### src/common/dsbrc_pkg.sv
// Purpose: shared constants for the dual supply brown-out reset control
// Assumes: 32-bit AXI4-Lite register bus, 8-bit registers in the low byte
// Notes: data memory map figures describe the core's banked data space
`default_nettype none
package dsbrc_pkg;
	localparam int AXI_ADDR_W = 8;
	localparam int REG_W = 8;
	localparam int MEM_ADDR_W = 13;
	// register byte offsets
	localparam logic [7:0] OFF_BROWNOUT_CTRL = 8'h00;
	localparam logic [7:0] OFF_CAUSE_FLAGS = 8'h04;
	localparam logic [7:0] OFF_CAUSE_EXTRA = 8'h08;
	localparam logic [7:0] OFF_CORE_STATUS = 8'h0c;
	localparam logic [7:0] OFF_WDOG_CTRL = 8'h10;
	localparam logic [7:0] OFF_SCRATCH_0 = 8'h14;
	localparam logic [7:0] OFF_SCRATCH_3 = 8'h20;
	localparam logic [7:0] OFF_IRQ_STATUS = 8'h24;
	localparam logic [7:0] OFF_IRQ_MASK = 8'h28;
	// implemented-bit masks, everything else reads zero
	localparam logic [7:0] MASK_BROWNOUT_CTRL = 8'h81;
	localparam logic [7:0] MASK_CAUSE_FLAGS = 8'hff;
	localparam logic [7:0] MASK_CAUSE_EXTRA = 8'h03;
	localparam logic [7:0] MASK_CORE_STATUS = 8'h1f;
	localparam logic [7:0] MASK_WDOG_CTRL = 8'h3f;
	localparam logic [7:0] MASK_IRQ = 8'h03;
	// field positions
	localparam int BIT_SOFT_BOR_EN = 7;
	localparam int BIT_BOR_READY = 0;
	localparam int BIT_MAIN_FLAG = 0;
	localparam int BIT_BAT_FLAG = 0;
	localparam int BIT_IRQ_MAIN = 0;
	localparam int BIT_IRQ_BAT = 1;
	// reset values
	localparam logic [7:0] RST_BROWNOUT_CTRL = 8'h80;
	localparam logic [7:0] RST_CAUSE_FLAGS = 8'h00;
	localparam logic [7:0] RST_CAUSE_EXTRA = 8'h00;
	localparam logic [7:0] RST_OTHER = 8'h00;
	// banked data space, banks 30..57
	localparam logic [12:0] UNIMP_LO = 13'h0f0c;
	localparam logic [12:0] UNIMP_HI = 13'h1c9f;
	localparam logic [6:0] BANK_CORE_END = 7'h0c;
	localparam logic [6:0] BANK_COMMON_LO = 7'h70;
	localparam logic [1:0] RESP_OKAY = 2'h0;
endpackage
`default_nettype wire

### src/common/dsbrc_sup_if.sv
// Purpose: carries supply comparator inputs and domain decisions
// Assumes: one clock domain
// Notes: comparator inputs driven by the top; decisions driven by the supply decision module, read by the top
`default_nettype none
interface dsbrc_sup_if;
	logic mainOk;
	logic batOk;
	logic batHigher;
	logic calOnBattery;
	logic coreReset;
	logic calendarReset;
	logic mainEvt;
	logic batEvt;
	modport decide (input mainOk, batOk, batHigher,
		output calOnBattery, coreReset, calendarReset, mainEvt, batEvt);
	modport use_side (output mainOk, batOk, batHigher,
		input calOnBattery, coreReset, calendarReset, mainEvt, batEvt);
endinterface
`default_nettype wire

### src/hdl/dsbrc_supply.sv
// Purpose: supply domain decision from the two brown-out comparators
// Assumes: comparator levels synchronous to clk
// Notes: all outputs registered, one cycle after the inputs
`default_nettype none
module dsbrc_supply (
	input wire logic clk,
	input wire logic sys_rst,
	input wire logic ce,
	dsbrc_sup_if.decide sup
);
	logic calOnBattery_q;
	logic coreReset_q;
	logic calendarReset_q;
	logic mainLow_q;
	logic bothLow_q;
	logic mainEvt_q;
	logic batEvt_q;

	////////////////////////////////////////////////////////////////////////
	always_ff @(posedge clk) begin
		if (sys_rst) begin
			calOnBattery_q <= 1'b0;
			coreReset_q <= 1'b1;
			calendarReset_q <= 1'b1;
		end else if (ce) begin
			// battery takes only the calendar and its oscillator
			calOnBattery_q <= sup.batOk & (~sup.mainOk | sup.batHigher);
			coreReset_q <= ~sup.mainOk;
			calendarReset_q <= ~sup.mainOk & ~sup.batOk;
		end
	end

	////////////////////////////////////////////////////////////////////////
	always_ff @(posedge clk) begin
		if (sys_rst) begin
			mainLow_q <= 1'b0;
			bothLow_q <= 1'b0;
			mainEvt_q <= 1'b0;
			batEvt_q <= 1'b0;
		end else if (ce) begin
			mainLow_q <= ~sup.mainOk;
			bothLow_q <= ~sup.mainOk & ~sup.batOk;
			mainEvt_q <= ~sup.mainOk & ~mainLow_q;
			batEvt_q <= ~sup.mainOk & ~sup.batOk & ~bothLow_q;
		end
	end

	assign sup.calOnBattery = calOnBattery_q;
	assign sup.coreReset = coreReset_q;
	assign sup.calendarReset = calendarReset_q;
	assign sup.mainEvt = mainEvt_q;
	assign sup.batEvt = batEvt_q;
endmodule
`default_nettype wire

### src/hdl/dsbrc_top.sv
// Purpose: brown-out reset control for a main and a battery supply
// Assumes: comparator results, not analog levels; AXI4-Lite registers
// Notes: flags are cleared by hardware and restored by software
//
// Behaviour
// - both supplies good: all on main, calendar on battery if battery higher
// - main supply good: both brown-out flags keep their value
// - only battery good: calendar and oscillator run, everything else held
// - main below threshold clears main flag; battery flag kept if battery good
// - both below threshold: all held in reset, both flags cleared
// - unimplemented locations and register bits read as zero
`default_nettype none
module dsbrc_top #(
	parameter int MEM_ADDR_W = dsbrc_pkg::MEM_ADDR_W
) (
	input wire logic clk,
	input wire logic sys_rst,
	input wire logic ce,
	input wire logic mainAboveBor,
	input wire logic batAboveBor,
	input wire logic batAboveMain,
	input wire logic borReady,
	input wire logic memRdValid,
	input wire logic [MEM_ADDR_W-1:0] memRdAddr,
	input wire logic [7:0] memRdDataIn,
	output logic [7:0] memRdDataOut,
	output logic memRdDataValid,
	output logic calOnBattery,
	output logic coreReset,
	output logic calendarReset,
	output logic irq,
	input wire logic [7:0] s_axi_awaddr,
	input wire logic s_axi_awvalid,
	output logic s_axi_awready,
	input wire logic [31:0] s_axi_wdata,
	input wire logic [3:0] s_axi_wstrb,
	input wire logic s_axi_wvalid,
	output logic s_axi_wready,
	output logic [1:0] s_axi_bresp,
	output logic s_axi_bvalid,
	input wire logic s_axi_bready,
	input wire logic [7:0] s_axi_araddr,
	input wire logic s_axi_arvalid,
	output logic s_axi_arready,
	output logic [31:0] s_axi_rdata,
	output logic [1:0] s_axi_rresp,
	output logic s_axi_rvalid,
	input wire logic s_axi_rready
);
	if (MEM_ADDR_W != 13) begin : g_chk
		$error("dsbrc_top: data address must be 13 bits");
	end

	dsbrc_sup_if sup ();
	assign sup.mainOk = mainAboveBor;
	assign sup.batOk = batAboveBor;
	assign sup.batHigher = batAboveMain;

	dsbrc_supply u_supply (
		.clk(clk),
		.sys_rst(sys_rst),
		.ce(ce),
		.sup(sup)
	);
	assign calOnBattery = sup.calOnBattery;
	assign coreReset = sup.coreReset;
	assign calendarReset = sup.calendarReset;

	////////////////////////////////////////////////////////////////////////
	// write channel: address and data latched independently
	logic [7:0] awAddr_q;
	logic awHeld_q;
	logic [7:0] wData_q;
	logic wStrb0_q;
	logic wHeld_q;
	logic bvalid_q;
	logic doWrite;

	assign s_axi_awready = ce & ~awHeld_q;
	assign s_axi_wready = ce & ~wHeld_q;
	assign doWrite = ce & awHeld_q & wHeld_q & ~bvalid_q;
	assign s_axi_bvalid = bvalid_q;
	assign s_axi_bresp = dsbrc_pkg::RESP_OKAY;

	always_ff @(posedge clk) begin
		if (sys_rst) begin
			awAddr_q <= 8'h00;
			awHeld_q <= 1'b0;
			wData_q <= 8'h00;
			wStrb0_q <= 1'b0;
			wHeld_q <= 1'b0;
			bvalid_q <= 1'b0;
		end else if (ce) begin
			if (s_axi_awvalid & ~awHeld_q) begin
				awAddr_q <= {s_axi_awaddr[7:2], 2'b00};
				awHeld_q <= 1'b1;
			end
			if (s_axi_wvalid & ~wHeld_q) begin
				wData_q <= s_axi_wdata[7:0];
				wStrb0_q <= s_axi_wstrb[0];
				wHeld_q <= 1'b1;
			end
			if (doWrite) begin
				bvalid_q <= 1'b1;
				awHeld_q <= 1'b0;
				wHeld_q <= 1'b0;
			end else if (bvalid_q & s_axi_bready) begin
				bvalid_q <= 1'b0;
			end
		end
	end

	logic wrEn;
	assign wrEn = doWrite & wStrb0_q;

	////////////////////////////////////////////////////////////////////////
	// reset cause flags; hardware clear wins over a software restore
	logic [7:0] ctrl_q;
	logic [7:0] cause_q;
	logic [7:0] extra_q;
	logic wrCause;
	logic wrExtra;
	assign wrCause = wrEn & (awAddr_q == dsbrc_pkg::OFF_CAUSE_FLAGS);
	assign wrExtra = wrEn & (awAddr_q == dsbrc_pkg::OFF_CAUSE_EXTRA);

	always_ff @(posedge clk) begin
		if (sys_rst) begin
			cause_q <= dsbrc_pkg::RST_CAUSE_FLAGS;
		end else if (ce) begin
			if (wrCause)
				cause_q <= wData_q;
			if (~mainAboveBor)
				cause_q[dsbrc_pkg::BIT_MAIN_FLAG] <= 1'b0;
		end
	end

	always_ff @(posedge clk) begin
		if (sys_rst) begin
			extra_q <= dsbrc_pkg::RST_CAUSE_EXTRA;
		end else if (ce) begin
			if (wrExtra)
				extra_q <= wData_q & dsbrc_pkg::MASK_CAUSE_EXTRA;
			// battery flag only falls when both supplies are gone
			if (~mainAboveBor & ~batAboveBor)
				extra_q[dsbrc_pkg::BIT_BAT_FLAG] <= 1'b0;
		end
	end

	////////////////////////////////////////////////////////////////////////
	// plain storage registers
	logic [7:0] status_q;
	logic [7:0] wdog_q;
	logic [7:0] scratch_q [4];
	logic [1:0] irqSt_q;
	logic [1:0] irqMask_q;

	always_ff @(posedge clk) begin
		if (sys_rst) begin
			ctrl_q <= dsbrc_pkg::RST_BROWNOUT_CTRL;
			status_q <= dsbrc_pkg::RST_OTHER;
			wdog_q <= dsbrc_pkg::RST_OTHER;
		end else if (wrEn) begin
			unique case (awAddr_q)
				dsbrc_pkg::OFF_BROWNOUT_CTRL: ctrl_q <= wData_q & 8'h80;
				dsbrc_pkg::OFF_CORE_STATUS: status_q <= wData_q & dsbrc_pkg::MASK_CORE_STATUS;
				dsbrc_pkg::OFF_WDOG_CTRL: wdog_q <= wData_q & dsbrc_pkg::MASK_WDOG_CTRL;
				default: ;
			endcase
		end
	end

	for (genvar i = 0; i < 4; i++) begin : g_scratch
		always_ff @(posedge clk) begin
			if (sys_rst)
				scratch_q[i] <= dsbrc_pkg::RST_OTHER;
			else if (wrEn && awAddr_q == dsbrc_pkg::OFF_SCRATCH_0 + 8'(4 * i))
				scratch_q[i] <= wData_q;
		end
	end

	////////////////////////////////////////////////////////////////////////
	// interrupts: event set wins over write-one-to-clear
	logic [1:0] irqClr;
	assign irqClr = (wrEn && awAddr_q == dsbrc_pkg::OFF_IRQ_STATUS) ? wData_q[1:0] : 2'b00;

	always_ff @(posedge clk) begin
		if (sys_rst) begin
			irqSt_q <= 2'b00;
			irqMask_q <= 2'b00;
		end else if (ce) begin
			irqSt_q <= (irqSt_q & ~irqClr) | {sup.batEvt, sup.mainEvt};
			if (wrEn && awAddr_q == dsbrc_pkg::OFF_IRQ_MASK)
				irqMask_q <= wData_q[1:0];
		end
	end
	assign irq = |(irqSt_q & irqMask_q);

	////////////////////////////////////////////////////////////////////////
	// read channel
	logic [31:0] rdata_q;
	logic rvalid_q;
	logic [7:0] rdMux;
	logic [7:0] arAddr;
	assign arAddr = {s_axi_araddr[7:2], 2'b00};
	assign s_axi_arready = ce & ~rvalid_q;
	assign s_axi_rvalid = rvalid_q;
	assign s_axi_rdata = rdata_q;
	assign s_axi_rresp = dsbrc_pkg::RESP_OKAY;

	always_comb begin
		rdMux = 8'h00;
		unique case (arAddr)
			dsbrc_pkg::OFF_BROWNOUT_CTRL: rdMux = {ctrl_q[7], 6'h00, borReady};
			dsbrc_pkg::OFF_CAUSE_FLAGS: rdMux = cause_q;
			dsbrc_pkg::OFF_CAUSE_EXTRA: rdMux = extra_q & dsbrc_pkg::MASK_CAUSE_EXTRA;
			dsbrc_pkg::OFF_CORE_STATUS: rdMux = status_q;
			dsbrc_pkg::OFF_WDOG_CTRL: rdMux = wdog_q;
			8'h14: rdMux = scratch_q[0];
			8'h18: rdMux = scratch_q[1];
			8'h1c: rdMux = scratch_q[2];
			dsbrc_pkg::OFF_SCRATCH_3: rdMux = scratch_q[3];
			dsbrc_pkg::OFF_IRQ_STATUS: rdMux = {6'h00, irqSt_q};
			dsbrc_pkg::OFF_IRQ_MASK: rdMux = {6'h00, irqMask_q};
			default: rdMux = 8'h00;
		endcase
	end

	always_ff @(posedge clk) begin
		if (sys_rst) begin
			rdata_q <= 32'h0000_0000;
			rvalid_q <= 1'b0;
		end else if (ce) begin
			if (s_axi_arvalid & ~rvalid_q) begin
				rdata_q <= {24'h000000, rdMux};
				rvalid_q <= 1'b1;
			end else if (rvalid_q & s_axi_rready) begin
				rvalid_q <= 1'b0;
			end
		end
	end

	////////////////////////////////////////////////////////////////////////
	// data memory read filter; core regs and common ram stay visible
	logic unimpl;
	logic [7:0] memData_q;
	logic memValid_q;
	assign unimpl = (memRdAddr >= dsbrc_pkg::UNIMP_LO) && (memRdAddr <= dsbrc_pkg::UNIMP_HI)
		&& (memRdAddr[6:0] >= dsbrc_pkg::BANK_CORE_END)
		&& (memRdAddr[6:0] < dsbrc_pkg::BANK_COMMON_LO);

	always_ff @(posedge clk) begin
		if (sys_rst) begin
			memData_q <= 8'h00;
			memValid_q <= 1'b0;
		end else if (ce) begin
			memValid_q <= memRdValid;
			if (memRdValid)
				memData_q <= unimpl ? 8'h00 : memRdDataIn;
		end
	end
	assign memRdDataOut = memData_q;
	assign memRdDataValid = memValid_q;
endmodule
`default_nettype wire

### config.mk
export PLATFORM = sky130hd
export DESIGN_NAME = dsbrc_top
export DESIGN_NICKNAME = d
export VERILOG_FILES = /design/src/common/dsbrc_pkg.sv /design/src/common/dsbrc_sup_if.sv /design/src/hdl/dsbrc_supply.sv /design/src/hdl/dsbrc_top.sv
export SDC_FILE = /design/constraint.sdc
export NUM_CORES = 1
export LEC_CHECK = 0
export ABC_AREA = 1
export BUFFER_PORTS_ARGS = -buffer_cell sky130_fd_sc_hd__buf_2
export CELL_PAD_IN_SITES_DETAIL_PLACEMENT = 0
export CELL_PAD_IN_SITES_GLOBAL_PLACEMENT = 1
export CORE_ASPECT_RATIO = 1.75
export CORE_MARGIN = 4
export CORE_UTILIZATION = 37
export DETAILED_ROUTE_END_ITERATION = 8
export PLACE_DENSITY = 0.9
export SKIP_CTS_REPAIR_TIMING = 1
export SYNTH_ARGS = -nofsm -noshare
export SYNTH_HDL_FRONTEND = slang
export SYNTH_SLANG_ARGS = --single-unit
### constraint.sdc
create_clock -name clk -period 2.4 [get_ports clk]
set_clock_uncertainty 0.1 [all_clocks]
set_input_delay 0.72 -clock clk [delete_from_list [all_inputs] [get_ports clk]]
set_output_delay 0.72 -clock clk [all_outputs]
set_load 0.02 [all_outputs]
==> results of run 1 <==
==> state kept, by name (all words and copies together) (netlist names), 2 cells and up <==
signal / flops
wData_q: 8
extra_q: 2
awAddr_q: 6
scratch_q: 32
s_axi_rdata: 8
wdog_q: 6
irqMask_q: 2
memRdDataOut: 8
cause_q: 8
status_q: 5
irqSt_q: 2
==> power by group <==
group / switching (W) / internal [W] / total [W]
logic: 0.000248 / 0.000106 / 0.000354
registers: 0.0000272 / 0.00182 / 0.00184
clock network: 0.000656 / 0.000780 / 0.00144
==> layer usage <==
metal	vias up	part of all wire, %	wire length (µm)	track usage, %
li1	2002	-	-	-
met1	1789	36	4046	15.85
met2	131	55	6104	30.12
met3	17	6.4	718	3.523
met4	0	2.4	272	6.378
met5	-	0	0	0
==> stage by stage <==
stage	worst slack (ns)	total power [W]
floorplan	0.1727	0.002135
global placement	0.1759	0.002227
detailed placement	0.1280	0.002237
CTS	0.2112	0.003657
global route	0.1383	0.003774
finish	0.2193	0.003633
==> layout make-up <==
type	count	area, µm²	share of cell area (%)
repair buffers	93	503.0	9.265
inverters	42	157.7	2.904
well taps	165	206.4	3.803
clock buffers	10	250.2	4.609
flip-flops and latches	101	2342	43.14
clock inverters	6	50.05	0.9219
multi-input cells	410	1919	35.35
==> path summary, 6_finish.rpt <==
check	endpoint	startpoint	cells past startpoint	slack, ns
hold / removal	s_axi_rdata[6]$_SDFFE_PP0P_	s_axi_rdata[6]$_SDFFE_PP0P_	2	0.36
setup / recovery	s_axi_arready	ce	4	0.22
hold reg to reg	s_axi_rdata[6]$_SDFFE_PP0P_	s_axi_rdata[6]$_SDFFE_PP0P_	2	0.36
setup reg to reg	scratch_q[3][5]$_SDFFCE_PN0P_	awAddr_q[6]$_SDFFE_PP0P_	5	0.55
==> logic make-up (layout without fill, tap and decap cells) <==
| logic type | count (synthesis) | count (layout) | synth area share [%] |
|---|---|---|---|
| other | 1 | 28 | 0.08136 |
| AND/OR/NAND/NOR | 261 | 261 | 25.35 |
| buffers and inverters | 85 | 151 | 9.745 |
| AO/OA/AOI/OAI | 121 | 121 | 14.01 |
| flip-flops | 101 | 101 | 50.81 |
==> placed cells by master (no fill, tap or decap), types with 2 or more instances in the layout <==
cell type | synthesis | final
nand2_4 | 2 | 2
inv_1 | 39 | 39
inv_6 | 0 | 2
conb_1 | 1 | 28
a21oi_1 | 63 | 63
nand4_1 | 8 | 8
nand2_1 | 123 | 123
nand3_1 | 27 | 27
nor2_4 | 6 | 6
clkinv_4 | 0 | 3
o21ai_2 | 2 | 2
buf_2 | 5 | 78
a211oi_1 | 4 | 4
o21ai_0 | 46 | 46
nand2_2 | 4 | 4
nor3_1 | 5 | 5
nor2_1 | 70 | 70
and3_1 | 3 | 3
inv_2 | 2 | 2
dfxtp_1 | 69 | 69
edfxtp_1 | 32 | 32
nor2_2 | 9 | 9
clkbuf_16 | 0 | 10
a21oi_2 | 2 | 2
buf_4 | 29 | 15
==> tightest hold or removal path, stage by stage (launching register included) <==
cell and delay (ns):
dfxtp_1 0.31, nand2_1 0.06, a21oi_1 0.05
==> flow_metrics.py, run 1 <==
metrics = {
    "logic_synthesis": {
        "ys_types": 33,
        "synth_cells": 569,
        "avgSynthCellArea_um2": 8.101,
        "synth.most_common_cell": "nand2_1",
        "yosys-top-cells-count": "nand2_1 (123), nor2_1 (70), dfxtp_1 (69)",
        "synth_edf_count": 32,
        "async_flop_share_pct": 0,
        "yosysSeqAreaShare_pct": 50.81,
        "yosysTopAreaCellShare_pct": 29.97,
        "synth_flop_cell": "dfxtp_1",
        "ys_warn_count": 0,
        "synth_area_leader_cell": "dfxtp_1",
        "synth_area_mm2": 0.004609,
        "ys_ff_latch": 101,
        "synth_area_leaders": "dfxtp_1 (30%), edfxtp_1 (21%), nand2_1 (10%)",
    },
    "cells_and_area": {
        "antenna_cells": 0,
        "drive_above_1_share_pct": 21.15,
        "fin_cells": 827,
        "nets": 743,
        "utilization_pct": 44.74,
        "area_growth_pct": 17.78,
        "final_area_mm2": 0.005429,
        "nFillCells": 1212,
    },
    "timing": {
        "setup_tns_ns": 0,
        "rsz0062_at_grt": "no",
        "hold_ws_ns": 0.3590,
        "final_max_slew_viol_count": 0,
        "clock.fmax_mhz": 458.6,
        "final-hold-violation-count": 0,
        "period_needed_ns": 2.181,
        "finalSetupViolations": 0,
        "period_share_pct": 90.86,
    },
    "power_and_ir_drop": {
        "p_leak_nw": 2.396,
        "ir_drop_mv": 0.3683,
        "p_per_area_mw_per_mm2": 669.2,
    },
    "floorplan": {
        "io-pin-count": 140,
        "rows": 53,
        "dieArea_mm2": 0.01438,
        "die_w_um": 92.37,
        "die_y_um": 155.7,
        "initial_core_util_pct": 37.98,
        "core_region_area_mm2": 0.01214,
    },
    "route": {
        "postRouteAntennaNets": 0,
        "wl_mm": 11.14,
        "vias": 3939,
        "via_per_inst": 4.763,
        "first_pass_iters": 5,
        "wire_per_inst_um": 13.47,
        "drc": 0,
        "first_iter_violations": 204,
    },
    "placement": {
        "numPortBuffers": 78,
        "gp_congestion": 0.8160,
        "dp_cells": 811,
        "hpwl_mm": 8.701,
        "place_area_mm2": 0.005129,
    },
    "setup_path": {
        "worst_path_largest_cell_delay_ns": 0.19,
        "path_cells": "buf_2, inv_1, nor2_1, buf_2",
        "cp_max_fo": 6,
        "arrival_ns": 1.36,
        "worstSetupPathType": "input pin to output pin",
        "required_ns": 1.58,
        "critPathBufInv": 3,
        "crit_slowest_cell": "buf_2",
        "cp_common_cell": "buf_2",
        "endpoint_kind": "output pin",
        "cpLargestDelayFamily": "buffers and inverters",
        "worstSetupStartpointType": "input pin",
    },
    "global_routing": {
        "grt_overflow": 0,
        "grt_max_degree": 27,
        "grt_pass1_wl_mm": 17.75,
        "grt_usage_pct": 15.62,
        "first_global_vias": 3744,
        "antenna_found_initial": 0,
    },
    "clocking": {
        "cts_buffer_depth": 2,
        "h-tree-depth": 3,
        "cts_tree": "yes",
        "numCtsBuffers": 9,
        "cts_sinks": 101,
        "root_buffer": "clkbuf_16",
        "insertion_delay_ns": 0.35,
        "cts.reportedPaths.clkPinSlew_ns": 0.07,
    },
    "job": {
        "cap_violations": 0,
    },
    "status": {
        "status": "completed",
    },
    "min_path": {
        "hold_class": "register to register",
    },
}
Note: power is estimated with default switching activity, not from simulation.
==> run 2: changes to the inputs <==
==> constraint.sdc (replaced) <==
create_clock -name clk -period 2.4 [get_ports clk]
set_clock_uncertainty 0.1 [all_clocks]
set_input_delay 0.72 -clock clk [delete_from_list [all_inputs] [get_ports clk]]
set_output_delay 0.72 -clock clk [all_outputs]
set_load 0.005 [all_outputs]
==> run 2 against run 1 <==
Non-clock buffer count stayed put. Hold slack worse by 0.00075 ns. Die area stayed put. Maximum frequency is 0.49% higher. Sequential share of layout area is 0.079 points lower. Via count is 0.48% lower.
==> flow_metrics.py, run 2 (synthesis results as in run 1) <==
metrics = {
    "floorplan": {
        "rows": 53,
        "io-pin-count": 140,
        "die_w_um": 92.37,
        "core_region_area_mm2": 0.01214,
        "die_y_um": 155.7,
        "initial_core_util_pct": 37.98,
        "dieArea_mm2": 0.01438,
    },
    "setup_path": {
        "crit_slowest_cell": "nor2_1",
        "cp_max_fo": 7,
        "r2r_cells": 5,
        "cp_common_cell": "buf_2",
        "path_cells": "buf_2, inv_1, nor2_1, buf_2",
        "worstSetupPathType": "input pin to output pin",
        "worstSetupPathDepth": 4,
        "arrival_ns": 1.35,
        "worstSetupStartpointType": "input pin",
        "required_ns": 1.58,
        "cpLargestDelayFamily": "buffers and inverters",
        "worst_path_largest_cell_delay_ns": 0.18,
        "critPathBufInv": 3,
        "endpoint_kind": "output pin",
    },
    "clocking": {
        "insertion_delay_ns": 0.34,
        "root_buffer": "clkbuf_16",
        "h-tree-depth": 3,
        "cts_tree": "yes",
        "numCtsBuffers": 9,
        "cts_buffer_depth": 2,
        "cts.reportedPaths.clkPinSlew_ns": 0.06,
        "cts_sinks": 101,
    },
    "global_routing": {
        "grt_util_met1_pct": 15.66,
        "grt_most_used_layer": "met2",
        "first_global_vias": 3744,
        "met2_usage_pct": 28.88,
        "antenna_found_initial": 0,
        "grt_use_met3_pct": 3.089,
        "grt_pass1_wl_mm": 17.39,
        "grt_usage_pct": 15.28,
        "grt_max_degree": 27,
        "grt_overflow": 0,
    },
    "timing": {
        "setup_tns_ns": 0,
        "period_needed_ns": 2.170,
        "period_share_pct": 90.42,
        "rsz0062_at_grt": "no",
        "hold_ws_ns": 0.3583,
        "finalSetupViolations": 0,
        "clock.fmax_mhz": 460.8,
        "final-hold-violation-count": 0,
        "final_max_slew_viol_count": 0,
    },
    "cells_and_area": {
        "largest_register_ffs": 32,
        "largest_register": "scratch_q",
        "nFillCells": 1212,
        "final_common_cell": "nand2_1",
        "area_growth_pct": 18.00,
        "multi_input_area_mm2": 0.001919,
        "fin_cells": 827,
        "final_area_mm2": 0.005439,
        "nets": 743,
        "antenna_cells": 0,
        "final_cell_mix": "nand2_1 (123), buf_2 (78), nor2_1 (70), dfxtp_1 (69), a21oi_1 (63)",
        "seq_area_mm2": 0.002342,
        "drive_above_1_share_pct": 21.00,
    },
    "placement": {
        "numPortBuffers": 78,
        "gp_congestion": 0.8480,
        "hpwl_mm": 8.614,
        "place_area_mm2": 0.005141,
        "dp_cells": 811,
    },
    "route": {
        "first_iter_violations": 266,
        "wl_mm": 10.95,
        "vias": 3920,
        "via_per_inst": 4.740,
        "wire_per_inst_um": 13.24,
        "drc": 0,
        "postRouteAntennaNets": 0,
        "first_pass_iters": 4,
    },
    "power_and_ir_drop": {
        "ir_drop_mv": 0.4790,
        "p_per_area_mw_per_mm2": 654.8,
        "p_leak_nw": 2.401,
    },
    "job": {
        "cap_violations": 0,
    },
    "min_path": {
        "holdPathStages": 2,
        "hold_class": "register to register",
    },
    "status": {
        "status": "completed",
    },
}
## run 2: where the power goes
group / switching [W] / leakage, nW / internal, W
Sequential: 0.0000264 / 0.892 / 0.00182
Clock: 0.000594 / 0.151 / 0.000820
Combinational: 0.000200 / 1.36 / 0.000105
## run 2: cell type report
class	instances	share of cell area [%]
Clock buffer	13	5.176
Clock inverter	3	0.2991
Inverter	42	2.899
Multi-Input combinational cell	410	35.29
Sequential cell	101	43.06
Tap cell	165	3.796
Timing Repair Buffer	93	9.478
## run 2: worst register-to-register path: cells and delay by family, from the launching register on
| kind | cells | cell delay (ns) |
|---|---|---|
| and+or+nand+nor | 5 | 1.05 |
| DFF | 1 | 0.32 |
## run 2: path summary, 6_finish.rpt
kind | start | endpoint | slack, ns
setup / recovery | ce | s_axi_arready | 0.23
hold / removal | s_axi_rdata[5]$_SDFFE_PP0P_ | s_axi_rdata[5]$_SDFFE_PP0P_ | 0.36
setup reg to reg | awAddr_q[6]$_SDFFE_PP0P_ | scratch_q[3][6]$_SDFFCE_PN0P_ | 0.60
hold reg to reg | s_axi_rdata[5]$_SDFFE_PP0P_ | s_axi_rdata[5]$_SDFFE_PP0P_ | 0.36
## run 2: through the flow
stage	util, %	worst slack (ns)	total power [W]
finish	44.82	0.2299	0.003562
global route	44.82	0.1544	0.003711
CTS	44.82	0.2186	0.003593
detailed placement	42.37	0.1420	0.002188
global placement	42.37	0.1881	0.002177
floorplan	-	0.1727	0.002083
## run 2: layer usage
layer  share of wire [%]  up-vias  wire [µm]
met4                 2.7        0        299
met2                  54      132       5936
met1                  37     1763       4047
li1                    -     2005          -
met3                 6.1       20        666
met5                   0        -          0
